[config.mk]
export PLATFORM = sky130hd
export DESIGN_NAME = adc_output_formatter_flat
export DESIGN_NICKNAME = d
export VERILOG_FILES = /design/src/adc_fmt_pkg.sv /design/src/adc_link_if.sv /design/src/adc_output_formatter.sv /design/src/flat_wrapper.sv
export SDC_FILE = /design/constraint.sdc
export NUM_CORES = 1
export LEC_CHECK = 0
export BUFFER_PORTS_ARGS = -buffer_cell sky130_fd_sc_hd__clkbuf_2
export CORE_MARGIN = 3
export CORE_UTILIZATION = 49
export DETAILED_ROUTE_END_ITERATION = 8
export PLACE_DENSITY = 0.77
export SLEW_MARGIN = 20
export SYNTH_ARGS = -nofsm -noshare
export SYNTH_HDL_FRONTEND = slang
export SYNTH_SLANG_ARGS = --single-unit
[constraint.sdc]
create_clock -name pclk -period 1.8 [get_ports pclk]
set_clock_uncertainty 0.15 [all_clocks]
set_input_delay 0.09 -clock pclk [delete_from_list [all_inputs] [get_ports pclk]]
set_output_delay 0.09 -clock pclk [all_outputs]
set_load 0.01 [all_outputs]
[src/adc_fmt_pkg.sv]
// Shared constants and types for the converter output link and its receiver
package adc_fmt_pkg;
  localparam int SAMPLE_W = 12;
  localparam int PAIRS = 6;
  localparam int PCLK_NS = 50;
  localparam int LINK_PERIOD_NS = 400;
  localparam int LINK_DIV = LINK_PERIOD_NS / PCLK_NS;
  localparam int PHASE_STEPS = 8;
  // Device register byte offsets
  localparam logic [7:0] POWER_OFS = 8'h00;
  localparam logic [7:0] CLOCK_OFS = 8'h04;
  localparam logic [7:0] OUTCFG_OFS = 8'h08;
  localparam logic [7:0] FORMAT_OFS = 8'h0C;
  localparam logic [7:0] STATUS_OFS = 8'h10;
  // Receiver register byte offsets
  localparam logic [7:0] RX_CTRL_OFS = 8'h00;
  localparam logic [7:0] RX_WORD_OFS = 8'h04;
  localparam logic [7:0] RX_STATUS_OFS = 8'h08;
  // Power register fields
  localparam int PWR_SLEEP_BIT = 0;
  localparam int PWR_NAP_BIT = 1;
  // Clock register fields
  localparam int CLK_STAB_BIT = 0;
  localparam int CLK_SHIFT_LSB = 1;
  localparam int CLK_INV_BIT = 3;
  // Output config fields
  localparam int OUT_CUR_LSB = 0;
  localparam int OUT_TERM_BIT = 3;
  localparam int OUT_DIS_BIT = 4;
  // Format register fields
  localparam int FMT_TWOS_BIT = 0;
  localparam int FMT_RAND_BIT = 1;
  localparam int FMT_ALT_BIT = 2;
  localparam int FMT_TEST_BIT = 3;
  localparam int FMT_PAT_LSB = 4;
  // Receiver control fields
  localparam int RX_RAND_BIT = 0;
  localparam int RX_ALT_BIT = 1;
  localparam int RX_INV_BIT = 2;
  localparam int RX_SHIFT_LSB = 3;
  localparam logic [7:0] REG_RESET = 8'h00;
  // Sample range and code constants
  localparam logic signed [12:0] LEVEL_MAX = 13'sh07FF;
  localparam logic signed [12:0] LEVEL_MIN = -13'sh0800;
  localparam logic [11:0] MID_CODE = 12'h800;
  localparam logic [12:0] CHECKER_A = 13'h1555;
  localparam logic [12:0] CHECKER_B = 13'h0AAA;
  // Drive current codes, microamps
  localparam logic [13:0] CUR_3500 = 14'd3500;
  localparam logic [13:0] CUR_4000 = 14'd4000;
  localparam logic [13:0] CUR_4500 = 14'd4500;
  localparam logic [13:0] CUR_3000 = 14'd3000;
  localparam logic [13:0] CUR_2500 = 14'd2500;
  localparam logic [13:0] CUR_2100 = 14'd2100;
  localparam logic [13:0] CUR_1750 = 14'd1750;
  // Recovery times
  localparam int NAP_WAKE_SAMPLES = 100;
  localparam int SLEEP_FIXED_NS = 100000;
  localparam int SLEEP_SAMPLES = 2500;
  localparam int SLEEP_FIXED_CYC = (SLEEP_FIXED_NS + PCLK_NS - 1) / PCLK_NS;
  localparam int SLEEP_WAIT_CYC = SLEEP_FIXED_CYC + SLEEP_SAMPLES * LINK_DIV;
  localparam int NAP_WAIT_CYC = NAP_WAKE_SAMPLES * LINK_DIV;
  typedef enum logic [1:0] {PAT_ONES, PAT_ZEROS, PAT_ALT, PAT_CHECKER} pattern_t;
endpackage

[src/adc_link_if.sv]
// Link between the converter output end and the capturing receiver
`timescale 1ns/100ps
`default_nettype none
interface adc_link_if;
  logic [adc_fmt_pkg::PAIRS-1:0] data_pair;
  logic over_range_flag;
  logic forwarded_clock;
  logic link_oe;
  modport device (
    output data_pair,
    output over_range_flag,
    output forwarded_clock,
    output link_oe
  );
  modport receiver (
    input data_pair,
    input over_range_flag,
    input forwarded_clock,
    input link_oe
  );
endinterface
`default_nettype wire

[src/adc_output_formatter.sv]
// Converter output end: sample formatting, DDR link drive and config registers
//
// How it works
// (RULE1) Twelve bits on six DDR pairs, plus flag, clock
// (RULE2) Even bits while clock low, odd while high
// (RULE3) Drive current code selects seven levels, 3.5mA default
// (RULE4) Internal termination doubles driver current
// (RULE5) Over-range flag follows data through same pipeline
// (RULE6) Flag presented while clock low with invert off
// (RULE7) Flag driven zero in second half
// (RULE8) Clock delayed by 0, 45, 90, 135 degrees
// (RULE9) Phase shift only with duty stabilizer enabled
// (RULE10) Separate bit inverts forwarded clock polarity
// (RULE11) Offset binary default, two's complement flips MSB
// (RULE12) Out-of-range input saturates and sets flag
// (RULE13) Randomizer XORs upper bits with LSB
// (RULE14) Receiver XORs upper bits with LSB back
// (RULE15) Alternate polarity inverts odd data bits
// (RULE16) Randomizer and alternate polarity independent
// (RULE17) Test patterns force flag and data
// (RULE18) Test pattern overrides all other formatting
// (RULE19) Output disable releases all link outputs
// (RULE20) Sleep by register or parallel-mode pin
// (RULE21) Receiver discards data until sleep recovery wait ends
// (RULE22) Nap wake valid after 100 sample cycles
// (RULE23) Stopped clock in nap means sleep wait
// (RULE24) Order: code, randomize, invert, pattern, DDR mux
`timescale 1ns/100ps
`default_nettype none
module adc_output_formatter #(
  parameter int DIV = adc_fmt_pkg::LINK_DIV
) (
  input wire logic pclk, // System clock
  input wire logic presetn, // Async reset, active low
  input wire logic psel, // APB select
  input wire logic penable, // APB enable
  input wire logic pwrite, // APB direction
  input wire logic [7:0] paddr, // APB byte address
  input wire logic [31:0] pwdata, // APB write data
  output logic [31:0] prdata, // APB read data
  output logic pready, // APB ready
  output logic pslverr, // APB error on unmapped address
  input wire logic signed [12:0] sample_level, // Converter level, signed
  input wire logic sample_valid, // New level this cycle
  input wire logic parallel_mode, // Strap: parallel programming mode
  input wire logic power_down_pin, // Sleep request in parallel mode
  output logic [13:0] drive_current_ua, // Effective driver current
  output logic termination_on, // Internal termination enabled
  output logic core_awake, // Converter core powered
  output logic data_settled, // Wake recovery finished
  adc_link_if.device link // Output link
);
  import adc_fmt_pkg::*;

  localparam int PW = $clog2(DIV);
  localparam int STEP = DIV / PHASE_STEPS;
  localparam int HALF = DIV / 2;

  initial begin
    if (DIV < PHASE_STEPS || DIV % PHASE_STEPS != 0)
      $error("DIV must be a positive multiple of eight");
  end

  logic [7:0] power_reg;
  logic [7:0] clock_reg;
  logic [7:0] outcfg_reg;
  logic [7:0] format_reg;
  logic [1:0] mode_sync1;
  logic [1:0] mode_sync2;
  logic sleeping;
  logic napping;
  logic signed [12:0] held_level;
  logic [PW-1:0] phase;
  logic [11:0] out_word;
  logic out_flag;
  logic alt_toggle;
  logic [6:0] wake_count;
  logic [11:0] next_word;
  logic next_flag;
  logic [PW-1:0] clk_phase;

  function automatic logic [13:0] current_ua(input logic [2:0] code);
    case (code)
      3'h1: current_ua = CUR_4000;
      3'h2: current_ua = CUR_4500;
      3'h4: current_ua = CUR_3000;
      3'h5: current_ua = CUR_2500;
      3'h6: current_ua = CUR_2100;
      3'h7: current_ua = CUR_1750;
      default: current_ua = CUR_3500;
    endcase
  endfunction

  // APB slave: one wait state, so writes land at the ready edge
  wire access = psel && penable;
  wire hit = (paddr == POWER_OFS) || (paddr == CLOCK_OFS) || (paddr == OUTCFG_OFS)
    || (paddr == FORMAT_OFS) || (paddr == STATUS_OFS);

  always_ff @(posedge pclk or negedge presetn) begin
    if (!presetn) begin
      pready <= 1'b0;
      pslverr <= 1'b0;
      prdata <= 32'h0000_0000;
    end else begin
      pready <= access && !pready;
      pslverr <= access && !pready && !hit;
      if (access && !pready && !pwrite) begin
        case (paddr)
          POWER_OFS: prdata <= {24'h000000, power_reg};
          CLOCK_OFS: prdata <= {24'h000000, clock_reg};
          OUTCFG_OFS: prdata <= {24'h000000, outcfg_reg};
          FORMAT_OFS: prdata <= {24'h000000, format_reg};
          STATUS_OFS: prdata <= {29'h00000000, sleeping, core_awake, data_settled};
          default: prdata <= 32'h0000_0000;
        endcase
      end
    end
  end

  wire wr = access && pready && pwrite;
  always_ff @(posedge pclk or negedge presetn) begin
    if (!presetn) begin
      power_reg <= REG_RESET;
      clock_reg <= REG_RESET;
      outcfg_reg <= REG_RESET;
      format_reg <= REG_RESET;
    end else if (wr) begin
      if (paddr == POWER_OFS) power_reg <= pwdata[7:0];
      if (paddr == CLOCK_OFS) clock_reg <= pwdata[7:0];
      if (paddr == OUTCFG_OFS) outcfg_reg <= pwdata[7:0];
      if (paddr == FORMAT_OFS) format_reg <= pwdata[7:0];
    end
  end

  // Pins from outside the clock domain
  always_ff @(posedge pclk or negedge presetn) begin
    if (!presetn) begin
      mode_sync1 <= 2'b00;
      mode_sync2 <= 2'b00;
    end else begin
      mode_sync1 <= {parallel_mode, power_down_pin};
      mode_sync2 <= mode_sync1;
    end
  end

  always_ff @(posedge pclk or negedge presetn) begin
    if (!presetn) begin
      sleeping <= 1'b0;
      napping <= 1'b0;
      core_awake <= 1'b0;
    end else begin
      sleeping <= mode_sync2[1] ? mode_sync2[0] : power_reg[PWR_SLEEP_BIT]; // RULE20
      napping <= !mode_sync2[1] && power_reg[PWR_NAP_BIT];
      core_awake <= !(sleeping || napping);
    end
  end

  // Count samples since the core woke; hold off the settled mark
  always_ff @(posedge pclk or negedge presetn) begin
    if (!presetn) begin
      wake_count <= 7'h00;
      data_settled <= 1'b0;
    end else if (!core_awake) begin
      wake_count <= 7'h00;
      data_settled <= 1'b0;
    end else if (phase == PW'(DIV - 1) && !data_settled) begin
      wake_count <= wake_count + 7'h01;
      data_settled <= (wake_count == 7'(NAP_WAKE_SAMPLES - 1)); // RULE22
    end
  end

  always_ff @(posedge pclk or negedge presetn) begin
    if (!presetn) begin
      held_level <= 13'sh0000;
    end else if (sample_valid) begin
      held_level <= sample_level;
    end
  end

  always_ff @(posedge pclk or negedge presetn) begin
    if (!presetn) begin
      drive_current_ua <= CUR_3500;
      termination_on <= 1'b0;
    end else begin
      termination_on <= outcfg_reg[OUT_TERM_BIT];
      drive_current_ua <= outcfg_reg[OUT_TERM_BIT] // RULE4
        ? (current_ua(outcfg_reg[OUT_CUR_LSB +: 3]) << 1)
        : current_ua(outcfg_reg[OUT_CUR_LSB +: 3]); // RULE3
    end
  end

  // Formatting chain, fixed order; pattern last so it sees none of the rest
  always_comb begin
    logic [12:0] pat;
    pat = 13'h0000;
    next_flag = (held_level > LEVEL_MAX) || (held_level < LEVEL_MIN); // RULE5
    if (held_level > LEVEL_MAX) next_word = 12'hFFF; // RULE12
    else if (held_level < LEVEL_MIN) next_word = 12'h000;
    else next_word = held_level[11:0] ^ MID_CODE; // RULE11
    if (format_reg[FMT_TWOS_BIT]) next_word[11] = !next_word[11];
    if (format_reg[FMT_RAND_BIT]) next_word[11:1] = next_word[11:1] ^ {11{next_word[0]}}; // RULE13
    if (format_reg[FMT_ALT_BIT]) next_word = next_word ^ 12'hAAA; // RULE15 RULE16
    case (pattern_t'(format_reg[FMT_PAT_LSB +: 2]))
      PAT_ONES: pat = 13'h1FFF;
      PAT_ZEROS: pat = 13'h0000;
      PAT_ALT: pat = alt_toggle ? 13'h0000 : 13'h1FFF;
      PAT_CHECKER: pat = alt_toggle ? CHECKER_B : CHECKER_A;
      default: pat = 13'h0000;
    endcase
    if (format_reg[FMT_TEST_BIT]) begin
      {next_flag, next_word} = pat; // RULE17 RULE18 RULE24
    end
  end

  // One link period per sample; clock stops while the core is down
  always_ff @(posedge pclk or negedge presetn) begin
    if (!presetn) begin
      phase <= '0;
      out_word <= 12'h000;
      out_flag <= 1'b0;
      alt_toggle <= 1'b0;
    end else if (!core_awake) begin
      phase <= '0;
    end else begin
      phase <= (phase == PW'(DIV - 1)) ? '0 : phase + PW'(1);
      if (phase == PW'(DIV - 1)) begin
        out_word <= next_word; // RULE5
        out_flag <= next_flag;
        alt_toggle <= !alt_toggle;
      end
    end
  end

  // Shift is ignored unless the duty stabilizer is on
  always_comb begin
    clk_phase = phase;
    if (clock_reg[CLK_STAB_BIT]) // RULE9
      clk_phase = phase - PW'(32'(clock_reg[CLK_SHIFT_LSB +: 2]) * STEP); // RULE8
  end

  always_ff @(posedge pclk or negedge presetn) begin
    if (!presetn) begin
      link.data_pair <= '0;
      link.over_range_flag <= 1'b0;
      link.forwarded_clock <= 1'b0;
      link.link_oe <= 1'b0;
    end else begin
      link.link_oe <= !outcfg_reg[OUT_DIS_BIT]; // RULE19
      if (!core_awake) begin
        link.forwarded_clock <= clock_reg[CLK_INV_BIT];
        link.data_pair <= '0;
        link.over_range_flag <= 1'b0;
      end else begin
        link.forwarded_clock <= (clk_phase >= PW'(HALF)) ^ clock_reg[CLK_INV_BIT]; // RULE10
        for (int i = 0; i < PAIRS; i++) begin
          link.data_pair[i] <= (phase < PW'(HALF)) ? out_word[2*i] : out_word[2*i+1]; // RULE1 RULE2
        end
        link.over_range_flag <= (phase < PW'(HALF)) && out_flag; // RULE6 RULE7
      end
    end
  end
endmodule
`default_nettype wire

[src/flat_wrapper.sv]
// flat-port wrapper written by rule: the top's interface ports become plain ports
module adc_output_formatter_flat import adc_fmt_pkg::*;
#(
  parameter int DIV = adc_fmt_pkg::LINK_DIV
)
  (pclk, presetn, psel, penable, pwrite, paddr, pwdata, prdata, pready, pslverr, sample_level, sample_valid, parallel_mode, power_down_pin, drive_current_ua, termination_on, core_awake, data_settled, link_data_pair, link_over_range_flag, link_forwarded_clock, link_link_oe);
  adc_link_if link_i ();
  input wire logic pclk;
  input wire logic presetn;
  input wire logic psel;
  input wire logic penable;
  input wire logic pwrite;
  input wire logic [7:0] paddr;
  input wire logic [31:0] pwdata;
  output logic [31:0] prdata;
  output logic pready;
  output logic pslverr;
  input wire logic signed [12:0] sample_level;
  input wire logic sample_valid;
  input wire logic parallel_mode;
  input wire logic power_down_pin;
  output logic [13:0] drive_current_ua;
  output logic termination_on;
  output logic core_awake;
  output logic data_settled;
  output wire logic [$bits(link_i.data_pair)-1:0] link_data_pair;
  output wire logic [$bits(link_i.over_range_flag)-1:0] link_over_range_flag;
  output wire logic [$bits(link_i.forwarded_clock)-1:0] link_forwarded_clock;
  output wire logic [$bits(link_i.link_oe)-1:0] link_link_oe;
  assign link_data_pair = link_i.data_pair;
  assign link_over_range_flag = link_i.over_range_flag;
  assign link_forwarded_clock = link_i.forwarded_clock;
  assign link_link_oe = link_i.link_oe;
  adc_output_formatter #(.DIV(DIV)) u_core (.pclk(pclk), .presetn(presetn), .psel(psel), .penable(penable), .pwrite(pwrite), .paddr(paddr), .pwdata(pwdata), .prdata(prdata), .pready(pready), .pslverr(pslverr), .sample_level(sample_level), .sample_valid(sample_valid), .parallel_mode(parallel_mode), .power_down_pin(power_down_pin), .drive_current_ua(drive_current_ua), .termination_on(termination_on), .core_awake(core_awake), .data_settled(data_settled), .link(link_i));
endmodule
## Word-level counts from Yosys, hierarchy flattened

Index checks and enable logic that the tools add are counted.

- Add/subtract/negate cells: 3
- Multiply operators: 0
- Div/mod/pow operators: 0
- $lt $le $gt $ge: 4
- Equality and inequality tests: 16
- Shift operators: 0
- Muxes and demuxes: 30
- Bitwise gates (word level): 4
- Reductions and logical operators: 31

Operators with widths:

| kind | count |
|---|---|
| $pmux W13 S6 | 1 |
| $pmux W13 S4 | 1 |
| $mux W12 | 4 |
| $pmux W8 S5 | 1 |
| $mux W13 | 2 |
| $eq A8 B4 Y1 const B | 2 |
| $eq A3 B3 Y1 const B | 5 |
| $mux W14 | 1 |
| $mux W7 | 2 |
| $gt A13 B12 Y1 const B | 1 |
| $lt A13 B12 Y1 const B | 1 |
| $mux W1 | 13 |
| $mux W11 | 1 |
| $xor A11 B11 Y11 | 1 |
| $reduce_and A2 Y1 | 5 |
| $logic_and A1 B1 Y1 | 9 |
| $logic_not A1 Y1 | 9 |
| $mux W3 | 3 |
| $eq A8 B3 Y1 const B | 1 |
| $eq A8 B5 Y1 const B | 1 |
| $logic_not A8 Y1 | 1 |
| $add A7 B1 Y7 const B | 1 |
| $eq A7 B7 Y1 const B | 1 |
| $logic_or A1 B1 Y1 | 6 |
| other kinds (14) | 15 |

- Bits in registers: 135
- Latch bits: 0
- RAM bits: 0
- ROM bits: 0
- Input bits: 61
- Memories: 0

## Logic depth before layout (Yosys ltp)

Gate-level depths: netlist of run 1.

- Depth in word-level cells: 10
- Mapped depth: 8
- Depth with buffers taken out: 7

## Least setup slack after synthesis of run 1

No wires, ideal clock.

- Path kind: input -> register
- From: in paddr[1]
- To: reg u_core.power_reg[0]
- Setup time: 0.125 ns
- Arrival: 1.612 ns
- Setup slack: -0.086 ns
- Cell stages on the path: 4
- Cells stage by stage: or4_4 > nor4_4 > nor3b_4 > mux2_2

- Cells in the longest elaborated chain, start to end: 2

RTL lines:

| element | RTL line | text |
|---|---|---|
| start: declaration | flat_wrapper.sv:13 | `input wire logic [7:0] paddr;` |
| $logic_not A8 Y1 | adc_output_formatter.sv:128 | `if (paddr == POWER_OFS) power_reg <= pwdata[7:0];` |
| $reduce_and A2 Y1 (no source line) | - |  |
| end signal: assignment | adc_output_formatter.sv:128 |  |
| end: declaration | adc_output_formatter.sv:64 | `logic [7:0] power_reg;` |

No other way between the ends.
A chain may end at the register's enable or synchronous reset.

## Worst setup path after layout of run 1

- From: reg u_core.pready
- To: reg u_core.outcfg_reg[1]

- Cells in the longest elaborated chain, start to end: 3

RTL lines:

| element | RTL line | text |
|---|---|---|
| start: declaration | adc_output_formatter.sv:41 | `output logic pready,` |
| start signal: assignment | adc_output_formatter.sv:105 | `pready <= access && !pready;` |
| $logic_and A1 B1 Y1 (2 in series) | adc_output_formatter.sv:120 | `wire wr = access && pready && pwrite;` |
| $reduce_and A2 Y1 (no source line) | - |  |
| end signal: assignment | adc_output_formatter.sv:130 | `if (paddr == OUTCFG_OFS) outcfg_reg <= pwdata[7:0];` |
| end: declaration | adc_output_formatter.sv:66 | `logic [7:0] outcfg_reg;` |

No other way between the ends.

==> flow_metrics.py, run 1 <==
metrics = {
    "status": {
        "outcome": "complete, no violations",
    },
    "finish": {
        "fin_cells": 708,
        "diodes": 0,
        "reg_top3": "u_core.drive_current_ua (13), u_core.held_level (13), u_core.out_word (12)",
        "final_common_cell": "dfrtp_1",
        "mostFrequentLayoutCells": "103 x dfrtp_1, 70 x clkbuf_2, 51 x nand2_1",
        "area_delta_synth_final_pct": 21.6,
        "layout-drive-gt1-share_pct": 32.9,
        "nets": 635,
    },
    "floorplan": {
        "die-area_um2": 11800,
        "rows": 36,
        "io_pins": 121,
        "initial_core_util_pct": 51.7,
        "coreArea_um2": 10000,
        "die_h_um": 109,
        "die_width_um": 109,
    },
    "sta": {
        "drv_slew": 0,
        "post-route-min-period_ns": 1.74,
        "rsz0062_at_grt": "yes",
        "fin_ws_ns": 0.0638,
        "finalHoldViolCount": 0,
        "whs_ns": 0.0397,
        "max_freq_ghz": 0.576,
        "post-route-period-util_pct": 96.5,
        "setup_violations": 0,
    },
    "worst_setup_path": {
        "cp_max_fo": 8,
        "slowest_delay_ns": 0.37,
        "critical_path_arrival_ns": 1.84,
        "worst_setup_path_start_kind": "flip-flop",
        "worst-setup-path-type": "flip-flop to flip-flop",
        "crit_chain": "nand4_1 -> nor4_4 -> buf_4 -> nand3b_4 -> mux2_2",
        "r2r_slack_ns": 0.06,
        "critPathCaptureType": "flip-flop",
        "required_ns": 1.90,
        "critical-path-slowest-cell": "dfrtp_1",
    },
    "synth": {
        "synthesis.area_um2": 5170,
        "ys_ff_latch": 110,
        "synth_flop_cell": "dfrtp_1",
        "yosys.cell_types.count": 51,
        "synth_edf_count": 0,
        "synth-seq-area-share_pct": 53.4,
        "ys_warn_count": 0,
        "postSynthCellCount": 454,
        "async_reset_ff_share_pct": 100,
        "syn_avg_cell_area_um2": 11.4,
    },
    "clock_tree": {
        "cts_tree": "yes",
        "h-tree-depth": 3,
        "clk_transition_reported_paths_ns": 0.10,
        "insertion_delay_ns": 0.37,
        "cts.sinks": 110,
        "cts-root-buf": "clkbuf_8",
        "cts_buffers": 9,
        "clock_path_buffers": 2,
    },
    "grt": {
        "grt_max_degree": 81,
        "antenna_found_initial": 0,
        "grt.total_usage_pct": 19.1,
        "grt_pass1_vias": 3556,
        "grt_first_pass_wirelength_mm": 17.5,
        "grt-ovfl-total": 0,
    },
    "routing": {
        "drc_errors": 0,
        "wirelength_mm": 10.8,
        "drtIter0Drc": 194,
        "dr_total_vias": 3718,
        "final_antenna_net_count": 0,
        "avgRoutedWirePerCell_um": 15.2,
        "dr.pass1.iters": 4,
        "vias_per_cell": 5.25,
    },
    "job": {
        "max_cap_viol_count": 0,
    },
    "pwr": {
        "peakVddDrop_mv": 0.451,
        "p_per_area_nw_per_um2": 892,
        "cellLeakagePower_uw": 0.00303,
    },
    "placed_design": {
        "dpl_worst_slack_ns": -0.235,
        "hpwl_mm": 7.59,
        "place_congestion": 0.820,
        "place_inst": 662,
        "portBuffers": 71,
    },
    "worst_hold_path": {
        "min_path_type": "input pin to flip-flop",
    },
}
[synthesized netlist by cell type (all sizes together), types with 5 or more instances]
cell	instances	share of area (%)
nand3	5	0.58
and3	6	0.73
a21oi	20	1.9
dfstp	7	3.6
mux2i	8	1.5
mux2	48	10
o2bb2ai	5	0.85
nor3	12	1.3
dfrtp	103	50
xnor2	10	1.7
nor2b	12	1.5
nand2b	9	1.1
o211ai	6	0.87
mux4	6	2.6
nand2	52	3.8
clkbuf	24	1.7
and2	11	1.3
nor2	22	1.6
buf	26	3.7
o21ai	15	1.5
xor2	5	0.85
[logic make-up (layout without fill, tap and decap cells)]
| group | Yosys count | in the layout | synth area share [%] |
|---|---|---|---|
| AO/OA/AOI/OAI | 62 | 62 | 7.50 |
| XOR/XNOR | 15 | 15 | 2.54 |
| flip-flops | 110 | 110 | 53.4 |
| AND/OR/NAND/NOR | 147 | 147 | 15.3 |
| multiplexers | 62 | 62 | 14.6 |
| adder cells (fa/ha/maj) | 4 | 4 | 0.967 |
| buffers and inverters | 53 | 150 | 5.68 |
| other | 1 | 25 | 0.0725 |
[routing by layer]
metal	part of all wire, %	up-vias	GRT usage [%]
met5	0	-	0
met4	2.1	0	7.39
met3	5.7	19	4.56
met2	49	113	30.3
met1	43	1827	25.5
li1	-	1759	-
[stage by stage]
stage | cell area [µm²] | util [%] | TNS, ns | total power, µW
after detailed placement | 5750 | 57.5 | -5.81 | 4030
after floorplan | 5270 | - | -0.636 | 3650
final | 6290 | 62.9 | 0 | 5610
after global placement | 5750 | 57.5 | -3.96 | 3980
after global routing | 6290 | 62.9 | -0.0353 | 5950
after CTS | 6210 | 62.1 | -0.816 | 5630
[worst max-delay path, delay by kind of cell (launching register included)]
family	cells	cell delay [ns]
buffers and inverters	1	0.21
flip-flops	1	0.37
multiplexers	1	0.31
AND/OR/NAND/NOR	3	0.59
[timing repair]
item                                    in CTS  in global routing
hold endpoints to repair                   159                  0
pin swaps                                    0                  5
hold buffers                                26                  0
cloned                                       0                  1
buffers inserted                             0                  3
endpoints found under the setup margin      17                 35
gates resized for setup                      1                 11
[cell type report]
cell class | instances | area (µm²)
Fill cell | 793 | 3710
Sequential cell | 110 | 2760
Multi-Input combinational cell | 315 | 2270
Timing Repair Buffer | 131 | 883
Tap cell | 133 | 166
Clock buffer | 14 | 143
Clock inverter | 2 | 60.1
Inverter | 3 | 11.3
[worst paths after layout]
kind	cells after the start	startpoint	to
max in group asynchronous	3	presetn	u_core.data_settled$_DFFE_PN0P_
min in group asynchronous	3	presetn	u_core.power_reg[7]$_DFFE_PN0P_
min reg2reg	0	u_core.mode_sync1[0]$_DFF_PN0_	u_core.mode_sync2[0]$_DFF_PN0_
min	2	sample_valid	u_core.held_level[11]$_DFFE_PN0P_
max	5	u_core.pready$_DFF_PN0_	u_core.outcfg_reg[1]$_DFFE_PN0P_
max reg2reg	5	u_core.pready$_DFF_PN0_	u_core.outcfg_reg[1]$_DFFE_PN0P_
[power breakdown]
part	total, µW	leakage (µW)	internal, µW	switching (µW)
sequential	2980	0.00141	2790	190
clock	1550	0.0000989	789	765
combinational	1080	0.00152	527	548
total	5610	0.00303	4110	1500
No activity file was read; power rests on OpenSTA's default activity.
==> run 2, diff against run 1 <==
- CORE_ASPECT_RATIO: default -> 0.75
==> run 2 against run 1 <==
Cell count fell by 0.28%. Critical path type unchanged. Cell area rose by 1.9%. The flow now finishes with violations (setup timing). Critical path depth did not move.
==> flow_metrics.py, run 2 (same netlist as run 1, synthesis figures left out) <==
metrics = {
    "placed_design": {
        "post_dp_cell_area_um2": 5760,
        "portBuffers": 71,
        "hpwl_mm": 8.19,
        "dpl_worst_slack_ns": -0.252,
        "place_congestion": 0.819,
    },
    "floorplan": {
        "rows": 31,
        "die_h_um": 95.0,
        "initial_core_util_pct": 51.9,
        "coreArea_um2": 9970,
        "die-area_um2": 11800,
        "io_pins": 121,
        "die_width_um": 125,
    },
    "grt": {
        "use_met3_pct": 5.26,
        "grt_pass1_vias": 3721,
        "grt_max_degree": 44,
        "grt-busiest-layer": "met2",
        "antenna_found_initial": 0,
        "grt_first_pass_wirelength_mm": 18.8,
        "grt-ovfl-total": 0,
        "grt_use_met1_pct": 27.8,
        "met2_usage_pct": 32.1,
        "grt.total_usage_pct": 20.1,
    },
    "finish": {
        "reg_top3": "u_core.drive_current_ua (13), u_core.held_level (13), u_core.out_word (12)",
        "design_area_um2": 6420,
        "nets": 634,
        "mostFrequentLayoutCells": "103 x dfrtp_1, 70 x clkbuf_2, 51 x nand2_1",
        "final_common_cell": "dfrtp_1",
        "area_delta_synth_final_pct": 24.0,
        "diodes": 0,
        "layout-drive-gt1-share_pct": 33.6,
        "fin_util_pct": 64.4,
    },
    "sta": {
        "setup_violations": 17,
        "finalHoldViolCount": 0,
        "post-route-period-util_pct": 103,
        "worst_slew_pin_slew_ns": 0.537,
        "relSlewSlack_pct": 64.2,
        "max_freq_ghz": 0.540,
        "setup_tns_ns": -0.511,
        "fin_ws_ns": -0.0511,
        "post-route-min-period_ns": 1.85,
        "rsz0062_at_grt": "yes",
        "drv_slew": 0,
        "whs_ns": 0.0427,
    },
    "worst_setup_path": {
        "worst-setup-path-type": "flip-flop to flip-flop",
        "cp_max_fo": 8,
        "required_ns": 1.89,
        "worst_setup_path_start_kind": "flip-flop",
        "critical_path_arrival_ns": 1.94,
        "critPathCaptureType": "flip-flop",
    },
    "routing": {
        "drtIter0Drc": 226,
        "dr.pass1.iters": 4,
        "drc_errors": 0,
        "final_antenna_net_count": 0,
        "avgRoutedWirePerCell_um": 16.3,
        "wirelength_mm": 11.5,
        "vias_per_cell": 5.21,
        "dr_total_vias": 3676,
    },
    "clock_tree": {
        "cts_buffers": 9,
        "h-tree-depth": 3,
        "cts.sinks": 110,
        "cts-root-buf": "clkbuf_16",
        "clk_transition_reported_paths_ns": 0.07,
        "clock_path_buffers": 2,
        "insertion_delay_ns": 0.35,
        "cts_tree": "yes",
    },
    "worst_hold_path": {
        "min_path_type": "input pin to flip-flop",
    },
    "status": {
        "outcome": "complete, but fails checks",
        "violations": "setup timing",
    },
    "pwr": {
        "cellLeakagePower_uw": 0.00307,
        "peakVddDrop_mv": 0.674,
        "p_per_area_nw_per_um2": 949,
    },
    "job": {
        "max_cap_viol_count": 0,
    },
}
==> run 2: final timing paths <==
path                                                     start                                    end  slack, ns  depth (start not counted)
worst min register to register  u_core.mode_sync1[0]$_DFF_PN0_         u_core.mode_sync2[0]$_DFF_PN0_       0.21                          0
min in group asynchronous                              presetn       u_core.held_level[3]$_DFFE_PN0P_       0.06                          2
max in group asynchronous                              presetn  u_core.drive_current_ua[10]$_DFF_PN1_       0.83                          3
worst max-delay path                   u_core.pready$_DFF_PN0_       u_core.outcfg_reg[3]$_DFFE_PN0P_      -0.05                          5
worst min-delay path                                  paddr[4]               u_core.pslverr$_DFF_PN0_       0.04                          3
worst max register to register         u_core.pready$_DFF_PN0_       u_core.outcfg_reg[3]$_DFFE_PN0P_      -0.05                          5
==> run 2: final cells by class <==
class,count,area [µm²]
fillers,733,3550
flip-flops and latches,110,2760
multi-input cells,315,2270
repair buffers,130,903
clock buffers,11,243
well taps,132,165
clock inverters,5,58.8
inverters,3,11.3
==> run 2: power breakdown <==
group / switching [µW] / internal [µW] / total, µW
clock: 879 / 1120 / 2000
sequential: 196 / 2800 / 2990
combinational: 566 / 533 / 1100
total: 1640 / 4450 / 6090
==> run 2: what timing repair did <==
action                     4_1_cts  5_1_grt
resized for setup                3       12
hold endpoints to repair       156        0
setup endpoints to repair       12       48
pin swaps                        0        6
hold buffers                    26        0
setup buffers                    0        4
==> run 2: per-layer routing <==
layer / vias up / wire length, µm
met1: 1796 / 5440
met3: 13 / 564
li1: 1759 / -
met5: - / 0
met4: 0 / 155
met2: 108 / 5320
==> run 2: metrics by stage <==
stage	instances	total power, µW
after floorplan	478	3650
after global placement	660	4010
after detailed placement	660	4060
after CTS	702	6110
after global routing	706	6400
final	706	6090
==> run 2: worst max-delay path, stage by stage (launching register included) <==
cell      delay (ns)
dfrtp_1         0.34
nand4_1         0.20
nor4_4          0.37
buf_4           0.19
nand3b_4        0.15
mux2_4          0.33
